### config.mk
export PLATFORM = sky130hd
export DESIGN_NAME = fbc_top
export DESIGN_NICKNAME = d
export VERILOG_FILES = /design/src/hdl/fbc_pkg.sv /design/src/hdl/fbc_sync_if.sv /design/src/hdl/fbc_sync_engine.sv /design/src/hdl/fbc_top.sv
export SDC_FILE = /design/constraint.sdc
export NUM_CORES = 1
export LEC_CHECK = 0
export ABC_AREA = 1
export BUFFER_PORTS_ARGS = -buffer_cell sky130_fd_sc_hd__buf_2
export CORE_UTILIZATION = 53
export DETAILED_ROUTE_END_ITERATION = 6
export PLACE_DENSITY_LB_ADDON = 0.25
export SYNTH_ARGS = -nofsm -noshare
export SYNTH_HDL_FRONTEND = slang
export SYNTH_SLANG_ARGS = --single-unit
### constraint.sdc
create_clock -name sys_clk -period 2.9 [get_ports sys_clk]
set_input_delay 0.435 -clock sys_clk [delete_from_list [all_inputs] [get_ports sys_clk]]
set_output_delay 0.435 -clock sys_clk [all_outputs]
set_load 0.02 [all_outputs]
### src/hdl/fbc_pkg.sv
// shared constants and types for the switch and balancing control block
package fbc_pkg;

	// ------------------------------------------------------------
	// register map (byte addresses on the apb bus)
	// ------------------------------------------------------------
	localparam logic [7:0] ADDR_SWITCH_CTRL = 8'h00;
	localparam logic [7:0] ADDR_CELL_BAL = 8'h04;

	// switch_control_status field positions
	localparam int BIT_PRE_DIS = 0;
	localparam int BIT_CHG_EN = 1;
	localparam int BIT_DIS_EN = 2;
	localparam int BIT_HOLDOFF = 3;
	localparam int BIT_PWM_PRE = 4;
	localparam int BIT_PWM_CHG = 5;
	localparam int BIT_BUSY = 7;

	// reset values: precharge enabled, charge and discharge off
	localparam logic [5:0] RST_SWITCH_CTRL = 6'h00;
	localparam logic [3:0] RST_CELL_BAL = 4'h0;

	// ------------------------------------------------------------
	// timing
	// ------------------------------------------------------------
	localparam int CLK_HZ = 10_000_000;
	localparam int HOLDOFF_MS = 1000;
	localparam int HOLDOFF_CYC = HOLDOFF_MS * (CLK_HZ / 1000);
	localparam int HOLD_W = 24;
	localparam logic [1:0] SYNC_SLOW_TICKS = 2'h3;
	localparam logic [1:0] SYNC_FAST_CYCLES = 2'h3;

	// crossing engine states
	typedef enum logic [1:0] {SYNC_IDLE, SYNC_SLOW, SYNC_FAST} fbc_sync_state_t;

endpackage : fbc_pkg

### src/hdl/fbc_sync_if.sv
// handshake between the register side and the crossing engine
interface fbc_sync_if;
	logic start;
	logic done;
	logic busy;
	logic slowPin;

	modport host (output start, output slowPin, input done, input busy);
	modport engine (input start, input slowPin, output done, output busy);
endinterface : fbc_sync_if

### src/hdl/fbc_sync_engine.sv
// guard timer for moving a written value into the slow oscillator domain
module fbc_sync_engine (
	input wire logic sys_clk, // processor clock
	input wire logic reset, // async reset, active high
	fbc_sync_if.engine sif // start, done and busy handshake
);

	// ------------------------------------------------------------
	// slow oscillator pin synchroniser and edge detect
	// ------------------------------------------------------------
	logic slowMeta_r;
	logic slowSync_r;
	logic slowPrev_r;
	logic slowTick;
	fbc_pkg::fbc_sync_state_t state_r;
	fbc_pkg::fbc_sync_state_t state_nxt;
	logic [1:0] cnt_r;
	logic [1:0] cnt_nxt;

	// the edge detector reads the second and third stages, never the first
	always_ff @(posedge sys_clk or posedge reset)
	begin
		if (reset)
		begin
			slowMeta_r <= 1'b0;
			slowSync_r <= 1'b0;
			slowPrev_r <= 1'b0;
		end
		else
		begin
			slowMeta_r <= sif.slowPin;
			slowSync_r <= slowMeta_r;
			slowPrev_r <= slowSync_r;
		end
	end

	assign slowTick = slowSync_r & ~slowPrev_r;

	// ------------------------------------------------------------
	// three slow edges, then three processor cycles
	// ------------------------------------------------------------
	always_comb
	begin
		state_nxt = state_r;
		cnt_nxt = cnt_r;
		case (state_r)
			fbc_pkg::SYNC_IDLE:
			begin
				cnt_nxt = 2'h0;
				if (sif.start)
					state_nxt = fbc_pkg::SYNC_SLOW;
			end
			fbc_pkg::SYNC_SLOW:
			begin
				if (slowTick)
				begin
					cnt_nxt = cnt_r + 2'h1;
					if (cnt_r == fbc_pkg::SYNC_SLOW_TICKS - 2'h1)
					begin
						cnt_nxt = 2'h0;
						state_nxt = fbc_pkg::SYNC_FAST;
					end
				end
			end
			fbc_pkg::SYNC_FAST:
			begin
				cnt_nxt = cnt_r + 2'h1;
				if (cnt_r == fbc_pkg::SYNC_FAST_CYCLES - 2'h1)
				begin
					cnt_nxt = 2'h0;
					state_nxt = fbc_pkg::SYNC_IDLE;
				end
			end
			default:
			begin
				cnt_nxt = 2'h0;
				state_nxt = fbc_pkg::SYNC_IDLE;
			end
		endcase
	end

	always_ff @(posedge sys_clk or posedge reset)
	begin
		if (reset)
		begin
			state_r <= fbc_pkg::SYNC_IDLE;
			cnt_r <= 2'h0;
		end
		else
		begin
			state_r <= state_nxt;
			cnt_r <= cnt_nxt;
		end
	end

	// done marks the last guard cycle; busy falls on the next edge
	assign sif.busy = (state_r != fbc_pkg::SYNC_IDLE);
	assign sif.done = (state_r == fbc_pkg::SYNC_FAST) &&
		(cnt_r == fbc_pkg::SYNC_FAST_CYCLES - 2'h1);

endmodule : fbc_sync_engine

### src/hdl/fbc_top.sv
// switch driver enables and cell balancing control behind an apb slave

// Summary of operation
// - software can turn switches on and off; hold-off blocks only the direct charge and discharge enables.
// - pwm from the capture unit reaches gates without any pin setup.
// - precharge switch is enabled out of reset.
// - power-off mode drives every switch output disabled.
// - waking from power-off leaves charge, discharge off and precharge on.
// - after a trip, a one second hold-off blocks direct charge and discharge re-enable.
// - bit 7 reads one while a written value is still crossing.
// - writes during a crossing are dropped, for both registers.
// - bit 5 routes pwm and not-trip onto the charge gate.
// - bit 4 routes pwm and not-trip onto the precharge gate.
// - bit 3 reads one while the hold-off timer runs.
// - bit 2 clear forces discharge off; a trip clears it.
// - bit 1 clear forces charge off unless bit 5 is set; a trip clears it.
// - bit 0 set disables precharge unless bit 4 is set; a trip clears it.
// - balancing bits 3 to 0 enable cells four to one.
// - two neighbouring balancing requests turn both switches off.
// - power-off mode holds all balancing switches off.
// - balancing bits 7 to 4 ignore writes and read zero.
module fbc_top #(
	parameter int unsigned HoldoffCycles = fbc_pkg::HOLDOFF_CYC
) (
	input wire logic sys_clk, // processor clock, 10 MHz
	input wire logic reset, // async reset, active high
	input wire logic psel, // apb select
	input wire logic penable, // apb access phase
	input wire logic pwrite, // apb write direction
	input wire logic [7:0] paddr, // apb byte address
	input wire logic [31:0] pwdata, // apb write data
	output logic [31:0] prdata, // apb read data
	output logic pready, // apb ready
	output logic pslverr, // apb error on unmapped address
	input wire logic pwmIn, // pwm from the capture unit
	input wire logic powerOff, // device in power-off mode
	input wire logic protTrip, // current protection trip pin
	input wire logic protChgOff, // protection holds charge off unless bit 5 is set
	input wire logic protDisOff, // protection holds discharge off
	input wire logic slowOscPin, // slow rc oscillator clock pin
	output logic chargeGate, // charge switch enable
	output logic dischargeGate, // discharge switch enable
	output logic prechargeGate, // precharge switch enable
	output logic [3:0] balanceEn // balancing switch enables
);

	// ------------------------------------------------------------
	// declarations
	// ------------------------------------------------------------
	fbc_sync_if sif ();

	logic [2:0] pinMeta_r;
	logic [2:0] pinSync_r;
	logic tripS;
	logic chgOffS;
	logic disOffS;

	logic pready_r;
	logic pslverr_r;
	logic [31:0] prdata_r;
	logic hitSw;
	logic hitCb;
	logic apbAccess;
	logic wrReq;
	logic rdReq;
	logic wrAcc;
	logic [31:0] rdMux;

	logic [5:0] pend_r;
	logic pendSel_r;
	logic applyCtrl;
	logic applyBal;

	logic [5:0] ctrl_r;
	logic [5:0] ctrl_nxt;
	logic [5:0] ctrlApplied;
	logic [3:0] cbal_r;
	logic [3:0] cbal_nxt;

	logic [fbc_pkg::HOLD_W-1:0] hold_r;
	logic [fbc_pkg::HOLD_W-1:0] hold_nxt;
	logic holdoffRun;

	logic chg_nxt;
	logic dis_nxt;
	logic pre_nxt;
	logic [3:0] bal_nxt;
	logic [5:0] reqPad;
	logic chgGate_r;
	logic disGate_r;
	logic preGate_r;
	logic [3:0] bal_r;

	// address match, shared by the read mux and the write path
	function automatic logic isReg(input logic [7:0] a, input logic [7:0] off);
		isReg = (a == off);
	endfunction : isReg

	// ------------------------------------------------------------
	// protection pin synchronisers
	// ------------------------------------------------------------
	always_ff @(posedge sys_clk or posedge reset)
	begin
		if (reset)
		begin
			pinMeta_r <= 3'h0;
			pinSync_r <= 3'h0;
		end
		else
		begin
			pinMeta_r <= {protDisOff, protChgOff, protTrip};
			pinSync_r <= pinMeta_r;
		end
	end

	assign tripS = pinSync_r[0];
	assign chgOffS = pinSync_r[1];
	assign disOffS = pinSync_r[2];

	// ------------------------------------------------------------
	// apb slave: one wait state so read data comes from a flop
	// ------------------------------------------------------------
	assign hitSw = isReg(paddr, fbc_pkg::ADDR_SWITCH_CTRL);
	assign hitCb = isReg(paddr, fbc_pkg::ADDR_CELL_BAL);
	assign apbAccess = psel & penable;
	assign wrReq = apbAccess & pready_r & pwrite;
	assign rdReq = apbAccess & ~pready_r & ~pwrite;
	assign wrAcc = wrReq & ~sif.busy & (hitSw | hitCb);

	assign rdMux = hitSw ? {24'h0, sif.busy, 1'b0, ctrl_r[5:4], holdoffRun,
		ctrl_r[2:0]} : (hitCb ? {28'h0, cbal_r} : 32'h0);

	always_ff @(posedge sys_clk or posedge reset)
	begin
		if (reset)
		begin
			pready_r <= 1'b0;
			pslverr_r <= 1'b0;
			prdata_r <= 32'h0;
		end
		else
		begin
			pready_r <= apbAccess & ~pready_r;
			pslverr_r <= apbAccess & ~pready_r & ~(hitSw | hitCb);
			if (rdReq)
				prdata_r <= rdMux;
		end
	end

	// ------------------------------------------------------------
	// crossing engine: an accepted write waits here until applied
	// ------------------------------------------------------------
	assign sif.start = wrAcc;
	assign sif.slowPin = slowOscPin;

	fbc_sync_engine uSync (
		.sys_clk(sys_clk),
		.reset(reset),
		.sif(sif)
	);

	// one pending slot serves both registers, so one busy covers all
	always_ff @(posedge sys_clk or posedge reset)
	begin
		if (reset)
		begin
			pend_r <= 6'h00;
			pendSel_r <= 1'b0;
		end
		else if (wrAcc)
		begin
			pend_r <= pwdata[5:0];
			pendSel_r <= hitCb;
		end
	end

	assign applyCtrl = sif.done & ~pendSel_r;
	assign applyBal = sif.done & pendSel_r;

	// ------------------------------------------------------------
	// switch control bits
	// ------------------------------------------------------------
	// enables written during hold-off land as zero
	assign ctrlApplied = applyCtrl ? {pend_r[5:4], 1'b0,
		pend_r[2:1] & {2{~holdoffRun}}, pend_r[0]} : ctrl_r;
	// trip or power-off clears bits 2 to 0
	assign ctrl_nxt = (tripS | powerOff) ? {ctrlApplied[5:3], 3'b000}
		: ctrlApplied;
	// only the low nibble is stored
	assign cbal_nxt = applyBal ? pend_r[3:0] : cbal_r;

	always_ff @(posedge sys_clk or posedge reset)
	begin
		if (reset)
		begin
			ctrl_r <= fbc_pkg::RST_SWITCH_CTRL;
			cbal_r <= fbc_pkg::RST_CELL_BAL;
		end
		else
		begin
			ctrl_r <= ctrl_nxt;
			cbal_r <= cbal_nxt;
		end
	end

	// ------------------------------------------------------------
	// hold-off timer, reloaded while the trip stays high
	// ------------------------------------------------------------
	// count runs out one second after the trip releases
	assign hold_nxt = tripS ? fbc_pkg::HOLD_W'(HoldoffCycles)
		: (holdoffRun ? hold_r - 1'b1 : hold_r);
	assign holdoffRun = (hold_r != '0);

	always_ff @(posedge sys_clk or posedge reset)
	begin
		if (reset)
			hold_r <= '0;
		else
			hold_r <= hold_nxt;
	end

	// ------------------------------------------------------------
	// gate outputs
	// ------------------------------------------------------------
	// charge gate, pwm path needs no pin setup
	assign chg_nxt = ~powerOff & (ctrl_r[fbc_pkg::BIT_PWM_CHG] ?
		(pwmIn & ~tripS) :
		(ctrl_r[fbc_pkg::BIT_CHG_EN] & ~tripS & ~chgOffS & ~holdoffRun));
	// discharge only with the bit set and protection quiet
	assign dis_nxt = ~powerOff & ctrl_r[fbc_pkg::BIT_DIS_EN] & ~tripS &
		~disOffS & ~holdoffRun;
	assign pre_nxt = ~powerOff & (ctrl_r[fbc_pkg::BIT_PWM_PRE] ?
		(pwmIn & ~tripS) : (~ctrl_r[fbc_pkg::BIT_PRE_DIS] & ~tripS));

	// each cell drops out if a neighbour is also requested
	assign reqPad = {1'b0, cbal_r, 1'b0};
	genvar gi;
	generate
		for (gi = 0; gi < 4; gi++)
		begin : gBal
			assign bal_nxt[gi] = ~powerOff & reqPad[gi+1] & ~reqPad[gi] &
				~reqPad[gi+2];
		end
	endgenerate

	// outputs register the gated values, low during reset
	always_ff @(posedge sys_clk or posedge reset)
	begin
		if (reset)
		begin
			chgGate_r <= 1'b0;
			disGate_r <= 1'b0;
			preGate_r <= 1'b0;
			bal_r <= 4'h0;
		end
		else
		begin
			chgGate_r <= chg_nxt;
			disGate_r <= dis_nxt;
			preGate_r <= pre_nxt;
			bal_r <= bal_nxt;
		end
	end

	assign chargeGate = chgGate_r;
	assign dischargeGate = disGate_r;
	assign prechargeGate = preGate_r;
	assign balanceEn = bal_r;
	assign prdata = prdata_r;
	assign pready = pready_r;
	assign pslverr = pslverr_r;
endmodule : fbc_top

# Yosys cells after proc, flatten, opt, wreduce, memory -nomap -nowiden
# Cells that the tools add are included.
# op_classes
n_addsub	2
n_eq_ne	8
mux	16
bitwise	51
n_reduce_logical	8
# ops
operator	count
$mux 24	2
$and 1x1->1	32
$reduce_bool 24->1	1
$sub 24x1->24 const B	1
$not 1->1	16
$mux 2	6
$eq 8x3->1 const B	1
$logic_not 8->1	1
$mux 8	1
$mux 6	1
$ne 2x1->1 const B	3
$pmux 2 s3	1
$reduce_bool 2->1	3
$eq 2x2->1 const B	2
$mux 4	1
$pmux 2 s2	1
$reduce_and 4->1	1
$mux 3	1
$add 2x1->2 const B	1
$and 2x2->2	1
$eq 2x1->1 const B	1
$logic_not 2->1	1
$mux 1	2
$ne 2x2->1 const B	1
other kinds (2)	3
# totals
regBits	95
input_bits	51
out_inout_bits	41
word_cells	105

# Longest topological paths before layout
# depth
ltp_word	7
ltp_mapped	9

# Hierarchy
# A second synthesis with hierarchy kept.
# hier_totals
hier_cells	441
hier_area_um2	3570.9
# by_module_without_submodules
mod	instances	cells_per_inst	area_each_um2	seq_area_each_um2
fbc_top	1	400	3206.8	1551.5
fbc_sync_engine	1	41	364.1	175.2

# Worst setup path before layout
# Ideal clock, no wire load.
# synth_path
path_kind	register -> register
from	reg uSync.state_r[0]
to	reg pend_r[0]
setup_time_ns	0.124
arrival_ns	1.241
required_time_ns	2.776
slack_ns	1.535
stages_incl_launch_ff	9
n_path_buf	1
cell_sequence	dfrtp_1 -> inv_1 -> ha_1 -> nand3_2 -> nor2_4 -> nand2_1 -> buf_2 -> nor2_1 -> a21oi_1
# synth_between
elab_chain_cells	4
# synth_lines
item	line	rtl
start: declaration	fbc_sync_engine.sv:15	fbc_pkg::fbc_sync_state_t state_r;
start signal: assignment	fbc_sync_engine.sv:86	state_r <= fbc_pkg::SYNC_IDLE;
start signal: assignment	fbc_sync_engine.sv:91	state_r <= state_nxt;
$reduce_bool 2->1	fbc_sync_engine.sv:97	assign sif.busy = (state_r != fbc_pkg::SYNC_IDLE);
$not 1->1	fbc_top.sv:128	assign wrAcc = wrReq & ~sif.busy & (hitSw | hitCb);
$and 1x1->1 (2 in a row)	fbc_top.sv:128	
end signal: assignment	fbc_top.sv:172	pend_r <= pwdata[5:0];
end: declaration	fbc_top.sv:69	logic [5:0] pend_r;
# No other way between the ends.
# A chain may end at the register's enable or synchronous reset.

# Worst setup path after layout
# layout_path
from	reg uSync.state_r[1]
to	reg uSync.state_r[0]
# layout_between
elab_chain_cells	6
elab_cells_between_ends	13
# layout_lines
item	line
$reduce_bool 2->1	fbc_sync_engine.sv:97
$not 1->1	fbc_top.sv:128
$and 1x1->1 (2 in a row)	fbc_top.sv:128
$ne 2x2->1 (no line)	--
$reduce_and 4->1 (no line)	--
# Parallel ways exist; a longest one is shown, timed or not.

==> metrics <==
Initial Util=56.4%; r2r startpoint=uSync.state_r[1]; Clock Sinks=69; period utilisation layout=60.6%; Worst setup EP type=flip-flop; first-pass detailed-route iteration total=4; commonest non-fill, non-tap cell in the layout=nand2_1; WP data arrival=2000 ps; synth top area cells=dfrtp_1 47%, nand2_1 7.5%, nand3_1 5.6%; Avg Vias per Cell=5.25; die span in y=85.2 um; leak pwr=0.00210 uW; hpwl dp=5740 um; Vias=2951; Final ANT Viol Nets=0; peak supply drop=451 uV; CP Class=reg -> reg; Final Instance Count excl. Fillers=562; Clock Path Buffers=2; Cell Area, Synth=3660 sq um; Syn Inst Count=434; initial antenna violation count=0; fin crit period=1760 ps; #FFs+latches synth=69; num rows=29; synth-to-layout area growth=11.9%; Worst Setup EP=uSync.state_r[0]; Slew HR=54.8%; H-tree level count=3; Routability Congestion=0.937; CP startpoint=uSync.state_r[1]; Max Freq=0.569 GHz; Pins Over Slew Limit=0; final WL=7620 um; max cap viols=0; CTS Buf Count=9; CP Data Required Time=3140 ps; CTS tree=built; port bufs=40; Setup TNS=0 ps; worst-skew pair later-pin latency=350 ps; R2R setup slack=1140 ps; die extent in x=85.2 um; final setup fails=0; cells on worst reg2reg path=9; synthesized area per cell=8.44 sq um; Post-CTS Setup Inserts=0; root buffer selected by CTS=clkbuf_8; wire per inst=13.6 um; Yosys top cell area share=47.1%; startpoint types=flip-flop; DRC viols=0; die area=7250 sq um; Worst Tran Pin Value=674 ps; Synth warnings=0; Crit Reg-Reg Endpoint=uSync.state_r[0]; Initial DRC Count=200; core area=6490 sq um; Hold Fails Final Rpt=0; RSZ-0062 raised after global routing=no; pin count of the biggest net entering global routing=50; synth unique cells=35; clock skew=8.51 ps; IO Pins=92; nets=539; post-synthesis sequential area ratio=47.1%; first-pass GRT wire length=13000 um; number of global-route vias before repair=2868; Post-CTS Resized=0; Reg clk slew, reported paths=80 ps; CP Max Fanout=11; GRT overflow=0; status=complete, no violations; commonest non-fill, non-tap cells in the layout=73 x nand2_1, 69 x dfrtp_1, 48 x inv_1, 48 x nor2_1, 41 x nand3_1; Hold WC Path Type=in -> async; placed insts=547; ant diodes=0; hold-fix buffers at CTS=0; share of cells above drive strength 1=21.6%; P per Cell Area=586 nW/um^2; post-synth top area cell=dfrtp_1; Total Routing Usage GR=23.6%
flip-flops by register name, indices dropped and copies added, names as in the netlist, 3 cells and up:
register and flops:
balanceEn 4, cbal_r 4, ctrl_r 5, hold_r 24, pend_r 6, pinMeta_r 3, pinSync_r 3, prdata 7
worst max-delay path, cell delays in order (launching register included):
cell	delay (ps)
dfrtp_1	400
inv_1	140
ha_1	240
nand3_2	100
nor2_4	140
nand2_1	250
nand2_1	190
nand2_1	80
nand2_1	60
nand2_1	50
per-layer routing:
| metal | part of all wire, % | wire length (um) | GRT usage [%] |
|---|---|---|---|
| met5 | 0 | 0 | 0 |
| met4 | 1.4 | 107 | 8.94 |
| met3 | 5.3 | 407 | 6.91 |
| met2 | 50 | 3830 | 39.6 |
| met1 | 43 | 3280 | 28.8 |
cells by family (layout without fill, tap and decap cells):
| kind of cell | Yosys count | after routing | synth area share [%] |
|---|---|---|---|
| compound gates | 43 | 43 | 6.90 |
| fa+ha+maj | 7 | 7 | 2.39 |
| other cells | 1 | 25 | 0.102 |
| buf+inv | 85 | 112 | 11.7 |
| simple gates | 229 | 229 | 31.8 |
| flops | 69 | 69 | 47.1 |
how the worst min path moves through the flow:
stage                          start               end  slack, ps  depth (start not counted)
floorplan               pinMeta_r[0]      pinSync_r[0]        330                          0
global placement    uSync.slowMeta_r  uSync.slowSync_r        330                          0
detailed placement      pinMeta_r[2]      pinSync_r[2]        340                          0
CTS                            reset         cbal_r[3]        100                          2
global route                   reset         cbal_r[3]        110                          2
finish                         reset         cbal_r[3]         90                          2
layout make-up:
cell class	count	area (sq um)
Fill cell	593	2390
Tap cell	77	96.3
Timing Repair Buffer	43	235
Clock buffer	9	124
Clock inverter	6	113
Multi-Input combinational cell	304	1600
Sequential cell	69	1730
Inverter	54	208
Yosys cell counts, drive strengths merged:
library cell   n
o211ai         3
nor4           2
nand3         45
nor3           8
o22ai          5
o31ai          1
nand2         78
nand4         19
nor3b          2
and2           1
o21ai         15
or2            5
conb           1
a21oi         15
inv           53
buf           31
a21o           4
nor2          69
clkinv         1
ha             7
dfrtp         69
through the flow:
stage	utilization, %	power (uW)	hold WS (ps)	instance area (sq um)	setup slack (ps)
final	63.1	2400	91.8	4100	1140
after global placement	59.5	1470	334	3860	1110
after CTS	63.1	2420	97.9	4100	1130
after floorplan	-	1410	331	3750	725
after global routing	63.1	2520	111	4100	965
after detailed placement	59.5	1480	337	3860	1070
where the power goes:
part / switching [uW] / total, uW / internal, uW
registers: 48.4 / 1060 / 1010
logic: 277 / 404 / 127
clock network: 368 / 936 / 568
total: 693 / 2400 / 1710
(Power assumes the default switching activity.)
